**src/hdl/ssrvo_pkg.sv**
```systemverilog
package ssrvo_pkg;
  // clock and processor-cycle timing
  localparam int unsigned CLK_HZ        = 50_000_000;
  localparam int unsigned CPU_CYCLE_HZ  = 2_000_000;   // 2MHz bus cycle
  localparam int unsigned HALF_CYC      = CLK_HZ / (2 * CPU_CYCLE_HZ);
  localparam int unsigned ENV_SLOT_NS   = 2000;        // hold time per envelope slot
  localparam int unsigned ENV_SLOT_CYC  = (ENV_SLOT_NS * (CLK_HZ / 1_000_000)) / 1000;
  // master address map
  localparam logic [15:0] WIN_BASE      = 16'h6000;    // slave RAM window
  localparam logic [15:0] WIN_LAST      = 16'h67FF;
  localparam logic [1:0]  LOW_BANK_TOP  = 2'h0;        // lowest 16 k
  // field positions
  localparam int unsigned SNUM_LSB      = 2;           // slave number on data bits 4..2
  localparam int unsigned BANK_SEL_LSB  = 4;           // bank latch upper outputs
  localparam int unsigned BANK_ADR_LSB  = 0;           // banked upper address bits
  // sizes
  localparam int unsigned NSLAVE        = 8;
  localparam int unsigned NVOICE        = 4;
  localparam int unsigned NCOMP         = 8;
  localparam int unsigned NTIMER        = 5;
  localparam int unsigned NCHAN         = 5;
  localparam int unsigned RAM_AW        = 13;
  // reset values
  localparam logic [2:0]  SNUM_RST      = 3'h0;
  localparam logic [7:0]  BANK_RST      = 8'h00;
  localparam logic [15:0] TIMER_RST     = 16'hFFFF;
  localparam logic [2:0]  ROUTE_RST     = 3'h0;        // bright channel
endpackage

```
**src/hdl/ssrvo_top.sv**
```systemverilog
`timescale 1ns/10ps
`default_nettype none
// Functional notes
// master latches slave number from data bits 4..2
// window access decodes one of eight selects
// external data driver only for off-board accesses
// program select picks rom upper address source
// bank latch banks lowest 16 k
// master supplies timer clock to slaves
// master loads parameters on every key press
// bus switch passes owner bus, enables its driver
// both buses 2MHz, slave phases inverted
// ownership alternates every half cycle
// slave cpu runs only after loading done
// four pitch timers, one envelope timer
// sequencer streams samples with no cpu
// dacs accept samples only under transfer permit
// timer ticks pace dac read-out
// one envelope dac multiplexed over eight holds
// crosspoint routes each output to one channel
// up to eight slave boards
// cpu only computes envelopes
// host e phase grants master, else slave
module ssrvo_top
  import ssrvo_pkg::*;
(
  input  wire logic                  clock_i,
  input  wire logic                  nrst_i,
  input  wire logic [15:0]           host_addr_i,
  input  wire logic [7:0]            host_data_i,
  input  wire logic                  host_valid_i,
  input  wire logic                  host_wr_i,
  input  wire logic                  slave_number_strobe_i,
  input  wire logic                  bank_strobe_i,
  input  wire logic                  local_sel_i,
  input  wire logic                  program_sel_i,
  input  wire logic [2:0]            board_id_i,
  input  wire logic                  load_done_i,
  input  wire logic [RAM_AW-1:0]     local_addr_i,
  input  wire logic                  local_valid_i,
  input  wire logic                  local_wr_i,
  input  wire logic                  slave_timer_clock_i,
  input  wire logic                  timer_wr_i,
  input  wire logic [2:0]            timer_idx_i,
  input  wire logic [15:0]           timer_data_i,
  input  wire logic                  dma_ack_i,
  input  wire logic [15:0]           dma_data_i,
  input  wire logic                  dac_transfer_permit_i,
  input  wire logic                  env_wr_i,
  input  wire logic [2:0]            env_idx_i,
  input  wire logic [11:0]           env_data_i,
  input  wire logic                  route_wr_i,
  input  wire logic [2:0]            route_idx_i,
  input  wire logic [2:0]            route_chan_i,
  output logic [NSLAVE-1:0]          slave_select_outputs_o,
  output logic                       ext_drv_en_o,
  output logic [3:0]                 system_rom_upper_address_o,
  output logic [3:0]                 banked_upper_address_o,
  output logic [7:0]                 bank_select_o,
  output logic                       host_e_phase_o,
  output logic                       host_q_phase_o,
  output logic                       local_e_phase_o,
  output logic                       local_q_phase_o,
  output logic [RAM_AW-1:0]          ram_addr_o,
  output logic                       ram_ce_o,
  output logic                       ram_we_o,
  output logic                       host_drv_en_o,
  output logic                       local_drv_en_o,
  output logic                       slave_run_o,
  output logic                       env_tick_o,
  output logic [NVOICE-1:0]          dma_req_o,
  output logic [NCOMP*8-1:0]         dac_sample_o,
  output logic [11:0]                env_dac_o,
  output logic [2:0]                 env_mux_sel_o,
  output logic                       env_hold_o,
  output logic [NCOMP*NCHAN-1:0]     channel_enable_o
);

  typedef enum logic [1:0] {SEQ_IDLE = 2'b01, SEQ_WAIT = 2'b10} ssrvo_seq_t;

  logic [2:0]  snum;           // latched slave number
  logic [7:0]  bank;           // bank latch
  logic        in_win;         // master inside slave ram window
  logic        own_host;       // ram owned by master bus
  logic [4:0]  half_cnt;       // half-cycle divider
  logic        host_hit;       // master selected this board

  // slave number latch, written by the master only
  always_ff @(posedge clock_i) begin
    if (!nrst_i) snum <= SNUM_RST;
    else if (slave_number_strobe_i) snum <= host_data_i[SNUM_LSB +: 3];
  end

  // window decode; three bits cover all eight boards
  assign in_win = host_valid_i && host_addr_i >= WIN_BASE && host_addr_i <= WIN_LAST;
  always_comb begin
    slave_select_outputs_o = '0;
    if (in_win) slave_select_outputs_o[snum] = 1'b1;
  end
  assign host_hit = slave_select_outputs_o[board_id_i];

  // driver only for off-board cycles; local ram, rom and timers keep it off
  assign ext_drv_en_o = host_valid_i && !local_sel_i;

  // bank latch and banking of the low 16 k
  always_ff @(posedge clock_i) begin
    if (!nrst_i) bank <= BANK_RST;
    else if (bank_strobe_i) bank <= host_data_i;
  end
  assign banked_upper_address_o = bank[BANK_ADR_LSB +: 4];
  always_comb begin
    bank_select_o = '0;
    if (host_valid_i && host_addr_i[15:14] == LOW_BANK_TOP)
      bank_select_o[bank[BANK_SEL_LSB +: 3]] = 1'b1;
  end
  // program select chooses banked bits or plain address 15..14
  assign system_rom_upper_address_o = program_sel_i ? banked_upper_address_o
                                                    : {2'b00, host_addr_i[15:14]};

  // half-cycle divider: e toggles each half, q leads it by a quarter
  always_ff @(posedge clock_i) begin
    if (!nrst_i) begin
      half_cnt       <= '0;
      host_e_phase_o <= 1'b0;
      host_q_phase_o <= 1'b0;
    end else begin
      if (half_cnt == 5'(HALF_CYC - 1)) begin
        half_cnt       <= '0;
        host_e_phase_o <= ~host_e_phase_o;
      end else begin
        half_cnt <= half_cnt + 5'h01;
      end
      if (half_cnt == 5'(HALF_CYC / 2 - 1)) host_q_phase_o <= ~host_q_phase_o;
    end
  end
  // slave runs on the inverted master phases, half a cycle off
  assign local_e_phase_o = ~host_e_phase_o;
  assign local_q_phase_o = ~host_q_phase_o;
  assign own_host        = host_e_phase_o;

  // bus switch: owner's address and control registered onto the ram
  always_ff @(posedge clock_i) begin
    if (!nrst_i) begin
      ram_addr_o     <= '0;
      ram_ce_o       <= 1'b0;
      ram_we_o       <= 1'b0;
      host_drv_en_o  <= 1'b0;
      local_drv_en_o <= 1'b0;
    end else if (own_host) begin
      ram_addr_o     <= host_addr_i[RAM_AW-1:0];
      ram_ce_o       <= host_hit;
      ram_we_o       <= host_hit && host_wr_i;
      host_drv_en_o  <= host_hit;
      local_drv_en_o <= 1'b0;
    end else begin
      ram_addr_o     <= local_addr_i;
      ram_ce_o       <= local_valid_i;
      ram_we_o       <= local_valid_i && local_wr_i;
      host_drv_en_o  <= 1'b0;
      local_drv_en_o <= local_valid_i;
    end
  end

  // slave cpu held until the master reports its load finished
  always_ff @(posedge clock_i) begin
    if (!nrst_i) slave_run_o <= 1'b0;
    else if (load_done_i) slave_run_o <= 1'b1;
  end

  // timer clock from the master board: three stages, second and third agree
  logic [2:0] tclk_s;
  logic       tclk_lvl;
  logic       tclk_rise;
  always_ff @(posedge clock_i) begin
    if (!nrst_i) begin
      tclk_s   <= '0;
      tclk_lvl <= 1'b0;
    end else begin
      tclk_s <= {tclk_s[1:0], slave_timer_clock_i};
      if (tclk_s[2] == tclk_s[1]) tclk_lvl <= tclk_s[2];
    end
  end
  assign tclk_rise = tclk_s[2] && tclk_s[1] && !tclk_lvl;

  // five reload timers; 0..3 pitch per voice, 4 envelope rate
  logic [NTIMER-1:0] tick;
  genvar g;
  generate
    for (g = 0; g < NTIMER; g++) begin : g_tmr
      logic [15:0] reload;   // period written by slave cpu
      logic [15:0] cnt;      // down counter on timer clock
      always_ff @(posedge clock_i) begin
        if (!nrst_i) begin
          reload <= TIMER_RST;
          cnt    <= TIMER_RST;
          tick[g] <= 1'b0;
        end else begin
          tick[g] <= 1'b0;
          // a write restarts the count, so a new period needs no full wrap first
          if (timer_wr_i && timer_idx_i == 3'(g)) begin
            reload <= timer_data_i;
            cnt    <= timer_data_i;
          end else if (tclk_rise) begin
            if (cnt == 16'h0000) begin
              cnt     <= reload;
              tick[g] <= 1'b1;
            end else begin
              cnt <= cnt - 16'h0001;
            end
          end
        end
      end
    end
  endgenerate
  assign env_tick_o = tick[NTIMER-1];

  // sequencer: a pitch tick requests one word; dma ack lands two samples
  ssrvo_seq_t       seq, next_seq;
  logic [NVOICE-1:0] pend;          // voices awaiting a fetch
  logic [1:0]        cur;           // voice being served
  logic [7:0]        stage [NCOMP]; // fetched, not yet played
  always_ff @(posedge clock_i) begin
    if (!nrst_i) pend <= '0;
    // a tick in the ack cycle survives: set beats clear
    else pend <= (pend & ~((seq == SEQ_WAIT && dma_ack_i) ? (4'h1 << cur) : 4'h0))
                 | tick[NVOICE-1:0];
  end
  always_comb begin
    next_seq = seq;
    case (seq)
      SEQ_IDLE: if (pend != '0) next_seq = SEQ_WAIT;
      SEQ_WAIT: if (dma_ack_i) next_seq = SEQ_IDLE;
      default:  next_seq = SEQ_IDLE;
    endcase
  end
  always_ff @(posedge clock_i) begin
    if (!nrst_i) begin
      seq <= SEQ_IDLE;
      cur <= '0;
    end else begin
      seq <= next_seq;
      if (seq == SEQ_IDLE) begin
        // lowest pending voice first
        for (int v = NVOICE - 1; v >= 0; v--) if (pend[v]) cur <= 2'(v);
      end
    end
  end
  assign dma_req_o = (seq == SEQ_WAIT) ? (4'h1 << cur) : 4'h0;

  // staging and paced dac load, one block per component
  generate
    for (g = 0; g < NCOMP; g++) begin : g_dac
      always_ff @(posedge clock_i) begin
        if (!nrst_i) begin
          stage[g] <= '0;
          dac_sample_o[g*8 +: 8] <= '0;
        end else begin
          if (seq == SEQ_WAIT && dma_ack_i && cur == 2'(g / 2))
            stage[g] <= dma_data_i[(g % 2)*8 +: 8];
          // pitch tick paces read-out, permit gates acceptance
          if (tick[g / 2] && dac_transfer_permit_i)
            dac_sample_o[g*8 +: 8] <= stage[g];
        end
      end
    end
  endgenerate

  // envelope values from the slave cpu, scanned onto one dac
  logic [11:0] env [NCOMP];  // per-component envelope
  logic [7:0]  slot_cnt;     // cycles within a slot
  always_ff @(posedge clock_i) begin
    if (!nrst_i) begin
      for (int k = 0; k < NCOMP; k++) env[k] <= '0;
    end else if (env_wr_i) begin
      env[env_idx_i] <= env_data_i;
    end
  end
  // hold strobe only in the second half of a slot, after the dac settles
  always_ff @(posedge clock_i) begin
    if (!nrst_i) begin
      slot_cnt      <= '0;
      env_mux_sel_o <= '0;
      env_dac_o     <= '0;
      env_hold_o    <= 1'b0;
    end else begin
      env_dac_o  <= env[env_mux_sel_o];
      env_hold_o <= slot_cnt >= 8'(ENV_SLOT_CYC / 2);
      if (slot_cnt == 8'(ENV_SLOT_CYC - 1)) begin
        slot_cnt      <= '0;
        env_mux_sel_o <= env_mux_sel_o + 3'h1;
      end else begin
        slot_cnt <= slot_cnt + 8'h01;
      end
    end
  end

  // crosspoint: one channel per component output
  logic [2:0] route [NCOMP];
  generate
    for (g = 0; g < NCOMP; g++) begin : g_xp
      always_ff @(posedge clock_i) begin
        if (!nrst_i) route[g] <= ROUTE_RST;
        else if (route_wr_i && route_idx_i == 3'(g) && route_chan_i < 3'(NCHAN))
          route[g] <= route_chan_i;
      end
      assign channel_enable_o[g*NCHAN +: NCHAN] = 5'h01 << route[g];
    end
  endgenerate

  // length of the present e level, counted for the half-cycle check
  logic       e_prev;   // e phase one clock ago
  logic [4:0] e_run;    // clocks the present level has stood
  always_ff @(posedge clock_i) begin
    if (!nrst_i) begin
      e_prev <= 1'b0;
      e_run  <= '0;
    end else begin
      e_prev <= host_e_phase_o;
      if (host_e_phase_o != e_prev) e_run <= 5'h01;
      else if (e_run != 5'h1F) e_run <= e_run + 5'h01;
    end
  end
endmodule
`default_nettype wire

```
**config.mk**
```make
export PLATFORM = sky130hd
export DESIGN_NAME = ssrvo_top
export DESIGN_NICKNAME = d
export VERILOG_FILES = /design/src/hdl/ssrvo_pkg.sv /design/src/hdl/ssrvo_top.sv
export SDC_FILE = /design/constraint.sdc
export NUM_CORES = 1
export LEC_CHECK = 0
export BUFFER_PORTS_ARGS = -buffer_cell sky130_fd_sc_hd__buf_2
export CAP_MARGIN = 20
export CORE_ASPECT_RATIO = 1.25
export CORE_MARGIN = 2
export CORE_UTILIZATION = 52
export CTS_CLUSTER_SIZE = 30
export DETAILED_ROUTE_END_ITERATION = 10
export GPL_ROUTABILITY_DRIVEN = 0
export PLACE_DENSITY = 0.75
export SYNTH_ARGS = -nofsm -noshare
export SYNTH_HDL_FRONTEND = slang
export SYNTH_SLANG_ARGS = --single-unit
```
**constraint.sdc**
```tcl
create_clock -name clock_i -period 4.5 [get_ports clock_i]
set_input_delay 0.225 -clock clock_i [delete_from_list [all_inputs] [get_ports clock_i]]
set_output_delay 0.225 -clock clock_i [all_outputs]
set_load 0.02 [all_outputs]
```
==> flow_summary_export.csv, run 1 <==
group,metric,value,unit
cells_and_area,post-route-cell-area,0.0254,mm2
clocking,worst_setup_hold_path_clk_slew,0.06,ns
sta,setup_total_negative_slack,0,ns
sta,fin_worst_setup_slack,1.88,ns
synth,synth.yosys.seq_area_share,0.535,
global_routing,grt_overflow_total,0,
min_path,holdCritPathClass,"in2reg",
synth,synthArstFlopShare,0,
sta,fin_worst_hold_slack,0.0223,ns
power_and_ir_drop,cellLeakagePower,0.0102,uW
clocking,cts_num_sinks,484,
routing,routedLengthMet1,21900,um
clocking,ctsHtreeMaxLevel,2,
routing,firstDrtPassIters,5,
setup_path,cp-start-kind,"flop",
synth,syn-cell-area,0.0215,mm2
clocking,cts.path.max_buffers,3,
synth,synth_cells,2129,
global_routing,pin_count_of_the_biggest_net_entering_global_routing,91,
synth,synth-xor-area-share,0.0215,
floorplanning,die_area,0.0431,mm2
sta,finalCriticalPeriod,2.62,ns
floorplanning,initial_utilization,0.525,
setup_path,r2r-start,"host_e_phase_o$_SDFFE_PN0P_",
synth,synth-edff-count,184,
routing,num_vias,16700,
power_and_ir_drop,power_density,372,mW/mm2
setup_path,worst_reg_to_reg_path_cell_count,4,
synth,post_synthesis_share_of_cell_area_spent_on_full_adders_half_adders_and_majority_gates,0.00929,
min_path,min_from,"env_data_i[3]",
synth,synth_simple_gate_area_frac,0.235,
routing,dr_wl_met3,2980,um
floorplanning,chipWidth,186,um
sta,setup_repair_after_global_routing_missed_its_margin,"no",
clocking,ctsResizeCount,0,
sta,max_clock_freq,382,MHz
placement,place_hpwl,35700,um
routing,routed.top_layer,"met4",
synth,yosysTopAreaCellShare,0.279,
routing,routed_wl,53500,um
synth,synthesis.yosys.warnings,0,
synth,synthFlopType,"dfxtp_1",
placement,io_buffer_count,283,
floorplanning,floorplan.io_pins,285,
floorplanning,row_count,83,
synth,synth_area_in_compound_gates,0.118,
synth,synth_cell_type_count,78,
clocking,cts_tree,"yes",
clocking,cts-root-buf,"clkbuf_16",
routing,route.detailed.vias_per_inst,5.56,
setup_path,crit_arrival,3.12,ns
routing,drt-initial-drc-count,1174,
synth,netlist_top_cells_count,"nand2_1 (353), dfxtp_1 (300), and2_1 (202)",
cells_and_area,final_core_utilization,0.620,
synth,multiplexer_fraction_of_the_synthesized_cell_area,0.0541,
global_routing,initial_antenna_violation_count,2,
synth,post_synth_main_area_contributors,"dfxtp_1 (28%), edfxtp_1 (26%), nand2_1 (6.1%), and2_1 (5.9%), a21boi_0 (3.4%)",
power_and_ir_drop,max-vdd-ir-drop,336,uV
clocking,tritoncts.num_buffers,48,
synth,synth.net_count,2258,
global_routing,global_route_wire_length_before_repair,83700,um
setup_path,worst-setup-path-type,"reg2reg",
min_path,min_to,"env[1][3]$_SDFFCE_PN0P_",
sta,final_hold_viol_count,0,
routing,drc_errors,0,
floorplanning,die_h,232,um
floorplanning,design.core.area,0.0410,mm2
outcome,run_status,"complete, no violations",
setup_path,r2r-end,"ram_we_o$_SDFF_PN0_",
global_routing,grtUsageTotal,0.245,
global_routing,grt_pass1_vias,16200,
setup_path,setup.reg_to_reg.worst_slack,1.88,ns
sta,finalMaxSlewViolations,0,
synth,postSynthRegisterBits,484,
cells_and_area,layout-drive-gt1-share,0.179,
cells_and_area,nets,2541,
routing,drt.antenna.violating_nets,0,
cells_and_area,areaGrowthSynthToFinish,18.1,%
placement,dp_slack,1.95,ns
setup_path,critPathCaptureType,"flop",
sta,timing_worst_slew_pin_value,1.00,ns
synth,synth.most_common_cell,"nand2_1",
synth,synth_top_cell_by_area,"dfxtp_1",
routing,wl_per_cell,17.8,um
min_path,hold_depth,2,
synth,synthesis.area_per_instance,10.1,um2
sta,part_of_the_cycle_the_worst_path_needs,0.582,
setup_path,worst_setup_path_startpoint,"host_e_phase_o$_SDFFE_PN0P_",
sta,finClkSkew,0.0298,ns
routing,met2_length,27100,um
setup_path,critPathRequiredTime,5.00,ns
synth,dominant_combinational_cell_family_by_area_after_synthesis,"simple AND/OR/NAND/NOR gates",
sta,worst_slew_margin_relative_to_its_limit,0.328,
placement,placedInstanceArea,0.0233,mm2
job,cap_violations,0,
setup_path,path_max_fanout,16,
clocking,later_pin_clock_latency_in_the_skew_report,0.58,ns
sta,setup-violations-final,0,
[how the worst max path moves through the flow]
stage | to | slack [ns] | cells past startpoint
floorplan | g_tmr[3].cnt[8]$_SDFFE_PN1P_ | 2.34 | 8
global placement | g_tmr[3].cnt[0]$_SDFFE_PN1P_ | 2.05 | 7
detailed placement | g_tmr[3].cnt[0]$_SDFFE_PN1P_ | 1.95 | 7
CTS | ram_we_o$_SDFF_PN0_ | 1.87 | 4
global route | ram_we_o$_SDFF_PN0_ | 1.65 | 4
finish | ram_we_o$_SDFF_PN0_ | 1.88 | 4
[per-layer routing]
metal,global-route usage,vias to the layer above
li1,-,8048
met5,0,-
met3,0.0343,106
met2,0.438,481
met4,0.0844,0
met1,0.299,8071
[logic make-up (layout without fill, tap and decap cells)]
family | Yosys count | after routing
buffers and inverters | 146 | 469
adders and majority gates | 16 | 16
DFF | 484 | 484
muxes | 86 | 86
and+or+nand+nor | 971 | 971
AOI/OAI and AO/OA | 373 | 373
other | 0 | 2
xor gates and xnor gates | 53 | 53
[cell usage in the layout (no fill, tap or decap), types with 9 or more instances in the layout]
master / n
xnor2_1: 24
a31oi_1: 12
a211oi_1: 9
nor3_1: 47
nor3b_1: 27
o211ai_1: 17
nand3_1: 31
a21boi_0: 99
clkbuf_1: 16
nand4_1: 11
o21ai_0: 77
xor2_1: 29
and3_1: 10
inv_1: 29
mux4_2: 24
o31ai_1: 12
or3_1: 11
clkbuf_16: 49
and2_1: 202
buf_2: 283
buf_4: 19
nor2b_1: 45
a21o_1: 37
nand2_1: 353
edfxtp_1: 184
nand2b_1: 22
mux2i_1: 59
clkinv_2: 9
dlygate4sd3_1: 47
a21oi_1: 52
ha_1: 16
nor2_1: 124
nor4_1: 17
dfxtp_1: 299
[flip-flops by register name, summed over array words and instances, names as in the netlist, 2 cells and up]
register and cells:
g_tmr.cnt 80, bank 7, env_mux_sel_o 3, ram_addr_o 13
seq 2, g_tmr.reload 80, env_dac_o 12, pend 4
slot_cnt 8, stage 64, env 96, half_cnt 5
dac_sample_o 64, tclk_s 3, snum 3, cur 2
route 24, tick 4
[through the flow]
step | total power (uW) | cells
finish | 9470 | 3006
global route | 9800 | 3006
CTS | 9550 | 3004
detailed placement | 5470 | 2867
global placement | 5440 | 2866
floorplan | 5220 | 2129
[worst max-delay path: stages, from the launching register on]
cell           delay [ns]
dfxtp_1              0.96
nand3_1              0.15
nor4b_1              0.65
a22o_1               0.24
dlygate4sd3_1        0.56
[final cells by class]
class / count / area (um2)
diodes: 2 / 5.00
clock buffers: 73 / 1390
clock inverters: 17 / 228
fillers: 3333 / 15600
inverters: 29 / 109
multi-input cells: 1499 / 9450
flip-flops and latches: 484 / 11500
well taps: 552 / 691
repair buffers: 350 / 2040
[power breakdown]
| part | switching [uW] | internal (uW) |
|---|---|---|
| Combinational | 354 | 243 |
| Sequential | 105 | 4710 |
| Clock | 1690 | 2370 |
| Total | 2150 | 7330 |
[timing repair]
| action | in CTS | in global routing |
|---|---|---|
| hold buffers | 47 | 0 |
| hold endpoints to repair | 42 | 0 |
| buffers inserted | 0 | 0 |
(Power assumes the default switching activity.)
==> inputs of run 2 (changes only) <==
--- a/config.mk
+++ b/config.mk
@@ -5,6 +5,7 @@
 export SDC_FILE = /design/constraint.sdc
 export NUM_CORES = 1
 export LEC_CHECK = 0
+export ABC_AREA = 1
 export BUFFER_PORTS_ARGS = -buffer_cell sky130_fd_sc_hd__buf_2
 export CAP_MARGIN = 20
 export CORE_ASPECT_RATIO = 1.25
@@ -13,7 +14,7 @@
 export CTS_CLUSTER_SIZE = 30
 export DETAILED_ROUTE_END_ITERATION = 10
 export GPL_ROUTABILITY_DRIVEN = 0
-export PLACE_DENSITY = 0.75
+export PLACE_DENSITY = 0.78
 export SYNTH_ARGS = -nofsm -noshare
 export SYNTH_HDL_FRONTEND = slang
 export SYNTH_SLANG_ARGS = --single-unit
==> constraint.sdc (replaced) <==
create_clock -name clock_i -period 2.17 [get_ports clock_i]
set_input_delay 0.1085 -clock clock_i [delete_from_list [all_inputs] [get_ports clock_i]]
set_output_delay 0.1085 -clock clock_i [all_outputs]
set_load 0.02 [all_outputs]
==> flow_summary_export.csv, run 2 <==
group,metric,value,unit
outcome,run_status,"complete, no violations",
cells_and_area,nets,3029,
sta,worst_slew_margin_relative_to_its_limit,0.569,
power_and_ir_drop,power_density,752,mW/mm2
sta,finClkSkew,0.0206,ns
routing,wl_per_cell,16.4,um
floorplanning,row_count,82,
synth,netlist_top_cells_count,"nor2_1 (557), nand2_1 (336), dfxtp_1 (300)",
setup_path,cp_common_cell,"nand3_1",
synth,yosysTopAreaCellShare,0.284,
power_and_ir_drop,power_report.internal_total,14700,uW
setup_path,cp-start-kind,"flop",
cells_and_area,largest_reg_flops,96,
job,cap_violations,0,
global_routing,grt_overflow_total,0,
power_and_ir_drop,cellLeakagePower,0.0113,uW
routing,drt.antenna.violating_nets,0,
placement,io_buffer_count,283,
cells_and_area,biggestRegsByFlops,"env: 96 flops, g_tmr.cnt: 80 flops, g_tmr.reload: 80 flops",
cells_and_area,areaGrowthSynthToFinish,21.0,%
routing,drc_errors,0,
setup_path,critPathRequiredTime,2.67,ns
routing,routed_wl,57000,um
min_path,holdCritPathClass,"in2reg",
clocking,cts.path.max_buffers,3,
synth,synth_cells,2531,
cells_and_area,filler_cells_inserted,3228,
sta,timing_worst_slew_pin_value,0.645,ns
routing,drt-initial-drc-count,1324,
power_and_ir_drop,net-switching-power,4530,uW
sta,max_clock_freq,517,MHz
synth,synthArstFlopShare,0,
routing,route.detailed.vias_per_inst,5.43,
clocking,cts_tree,"yes",
cells_and_area,largest_register,"env",
setup_path,critPathCaptureType,"flop",
min_path,min_from,"timer_wr_i",
power_and_ir_drop,pwr-share-comb,0.073,
sta,part_of_the_cycle_the_worst_path_needs,0.892,
clocking,later_pin_clock_latency_in_the_skew_report,0.57,ns
floorplanning,die_area,0.0422,mm2
synth,synth.most_common_cell,"nor2_1",
setup_path,worst-path-buf-inv,2,
sta,setup_repair_after_global_routing_missed_its_margin,"no",
global_routing,initial_antenna_violation_count,0,
clocking,cts_num_sinks,484,
synth,synth.net_count,2660,
synth,synth.yosys.seq_area_share,0.546,
floorplanning,floorplan.io_pins,285,
floorplanning,initial_utilization,0.526,
sta,setup_total_negative_slack,0,ns
setup_path,crit_chain,"inv_1, nor2_1, nand3_1, nand2_1, nand3_1, nand3_1, nand3_1, nand2_1, dlygate4sd3_1",
power_and_ir_drop,power_switching_share,0.236,
sta,finalCriticalPeriod,1.94,ns
setup_path,r2r-start,"snum[0]$_SDFFE_PN0P_",
clocking,worst_setup_hold_path_clk_slew,0.06,ns
cells_and_area,mostFrequentLayoutCells,"nor2_1 (556), nand2_1 (336), dfxtp_1 (300)",
floorplanning,design.core.area,0.0401,mm2
power_and_ir_drop,power.share.clock,0.408,
cells_and_area,final_common_cell,"nor2_1",
global_routing,pin_count_of_the_biggest_net_entering_global_routing,86,
synth,synth_cell_type_count,45,
routing,num_vias,18900,
setup_path,path_max_fanout,7,
setup_path,critical-path-top-delay-family,"buffers and inverters",
setup_path,cpMaxStageDelayCell,"dlygate4sd3_1",
cells_and_area,area_used_by_multi_input_combinational_logic,0.00819,mm2
synth,synthesis.area_per_instance,8.34,um2
floorplanning,die_h,229,um
synth,post_synth_main_area_contributors,"dfxtp_1 (28%), edfxtp_1 (26%), nor2_1 (9.9%), nand2_1 (6.0%), o21ai_0 (5.6%)",
synth,synth_top_cell_by_area,"dfxtp_1",
cells_and_area,seqCellArea,0.0115,mm2
setup_path,worst_setup_path_startpoint,"snum[0]$_SDFFE_PN0P_",
clocking,cts-root-buf,"clkbuf_16",
cells_and_area,final_core_utilization,0.637,
global_routing,grt_pass1_vias,18600,
sta,setup-violations-final,0,
clocking,tritoncts.num_buffers,47,
synth,synthFlopType,"dfxtp_1",
sta,finalMaxSlewViolations,0,
setup_path,setup.reg_to_reg.worst_slack,0.23,ns
floorplanning,chipWidth,184,um
global_routing,grtUsageTotal,0.265,
routing,firstDrtPassIters,6,
placement,place_hpwl,39000,um
setup_path,crit_arrival,2.44,ns
sta,final_hold_viol_count,0,
synth,synth-edff-count,184,
clocking,ctsHtreeMaxLevel,2,
setup_path,worst-setup-path-type,"reg2reg",
synth,synthesis.yosys.warnings,0,
power_and_ir_drop,seq_power_share,0.519,
synth,syn-cell-area,0.0211,mm2
setup_path,worst_path_largest_cell_delay,0.58,ns
power_and_ir_drop,max-vdd-ir-drop,683,uV
synth,postSynthRegisterBits,484,
global_routing,global_route_wire_length_before_repair,90400,um
cells_and_area,layout-drive-gt1-share,0.153,
## run 2: cell types whose count changed after synthesis, sizes merged, moves of 44 or more
cell	delta
nor2	+453
o21ai	+224
clkbuf	-44
nand3	+56
inv	+206
and2	-203
a21oi	+57
nor2b	-45
a21boi	-98
mux2i	-59
## run 2: area by class of cell
type | instances | share of cell area
antenna | 1 | 0.0000980
clock buffer | 67 | 0.0518
clock inverter | 20 | 0.00617
inverter | 239 | 0.0352
multi-input combinational | 1703 | 0.321
sequential | 484 | 0.452
tap | 546 | 0.0268
timing repair buffer | 425 | 0.108
## run 2: power groups by stage
| stage | logic [uW] | registers (uW) | clock network (uW) |
|---|---|---|---|
| 6_report | 1400 | 9970 | 7830 |
| 4_1_cts | 1380 | 9970 | 7960 |
| 3_3_place_gp | 1200 | 10100 | 0 |
| 2_1_floorplan | 743 | 10100 | 0 |
| 3_5_place_dp | 1240 | 10200 | 0 |
| 5_1_grt | 1540 | 10000 | 8300 |
## run 2: per-layer routing
layer  vias up  global-route usage  part of all wire  routed length, um
li1       9104                   -                 -                  -
met1      8888               0.300              0.38              21600
met2       727               0.480              0.51              28900
met3       201              0.0385             0.062               3540
met4         0               0.141             0.052               2980
met5         -                   0                 0                  0
## run 2: logic make-up after synthesis
family	after synthesis	synth area share
simple gates	1092	0.215
compound gates	555	0.146
flops	484	0.546
buf+inv	344	0.0659
xor+xnor	38	0.0158
fa+ha+maj	16	0.00948
mux	2	0.00107
## run 2: path summary, 6_finish.rpt
kind	endpoint	cells past startpoint
max reg2reg	ram_ce_o$_SDFF_PN0_	9
min reg2reg	tclk_s[1]$_SDFF_PN0_	2
max	ram_ce_o$_SDFF_PN0_	9
min	g_tmr[0].reload[14]$_SDFFE_PN1P_	6
## run 2: repair_timing
| action | 4_1_cts | 5_1_grt |
|---|---|---|
| gates resized for setup | 0 | 3 |
| buffers inserted | 0 | 0 |
| setup endpoints to repair | 0 | 4 |
| endpoints found under the hold margin | 206 | 0 |
| hold buffers | 101 | 0 |
## run 2: worst register-to-register path, stage by stage, from the launching register on
cell and delay, ns:
dfxtp_1 0.46, inv_1 0.13, nor2_1 0.12, nand3_1 0.08, nand2_1 0.09, nand3_1 0.07
nand3_1 0.11, nand3_1 0.13, nand2_1 0.10, dlygate4sd3_1 0.58
## run 2: per-stage QoR
stage | area [um2] | setup WS [ns] | std cells | hold WS, ns | total power (uW)
after detailed placement | 23000 | 0.272 | 3296 | 0.310 | 11400
after global placement | 23000 | 0.311 | 3296 | 0.311 | 11300
final | 25500 | 0.234 | 3485 | 0.0179 | 19200
after floorplan | 21100 | 0.411 | 2531 | 0.206 | 10900
after global routing | 25500 | 0.0705 | 3484 | 0.0226 | 19800
after CTS | 25500 | 0.186 | 3484 | 0.00210 | 19300
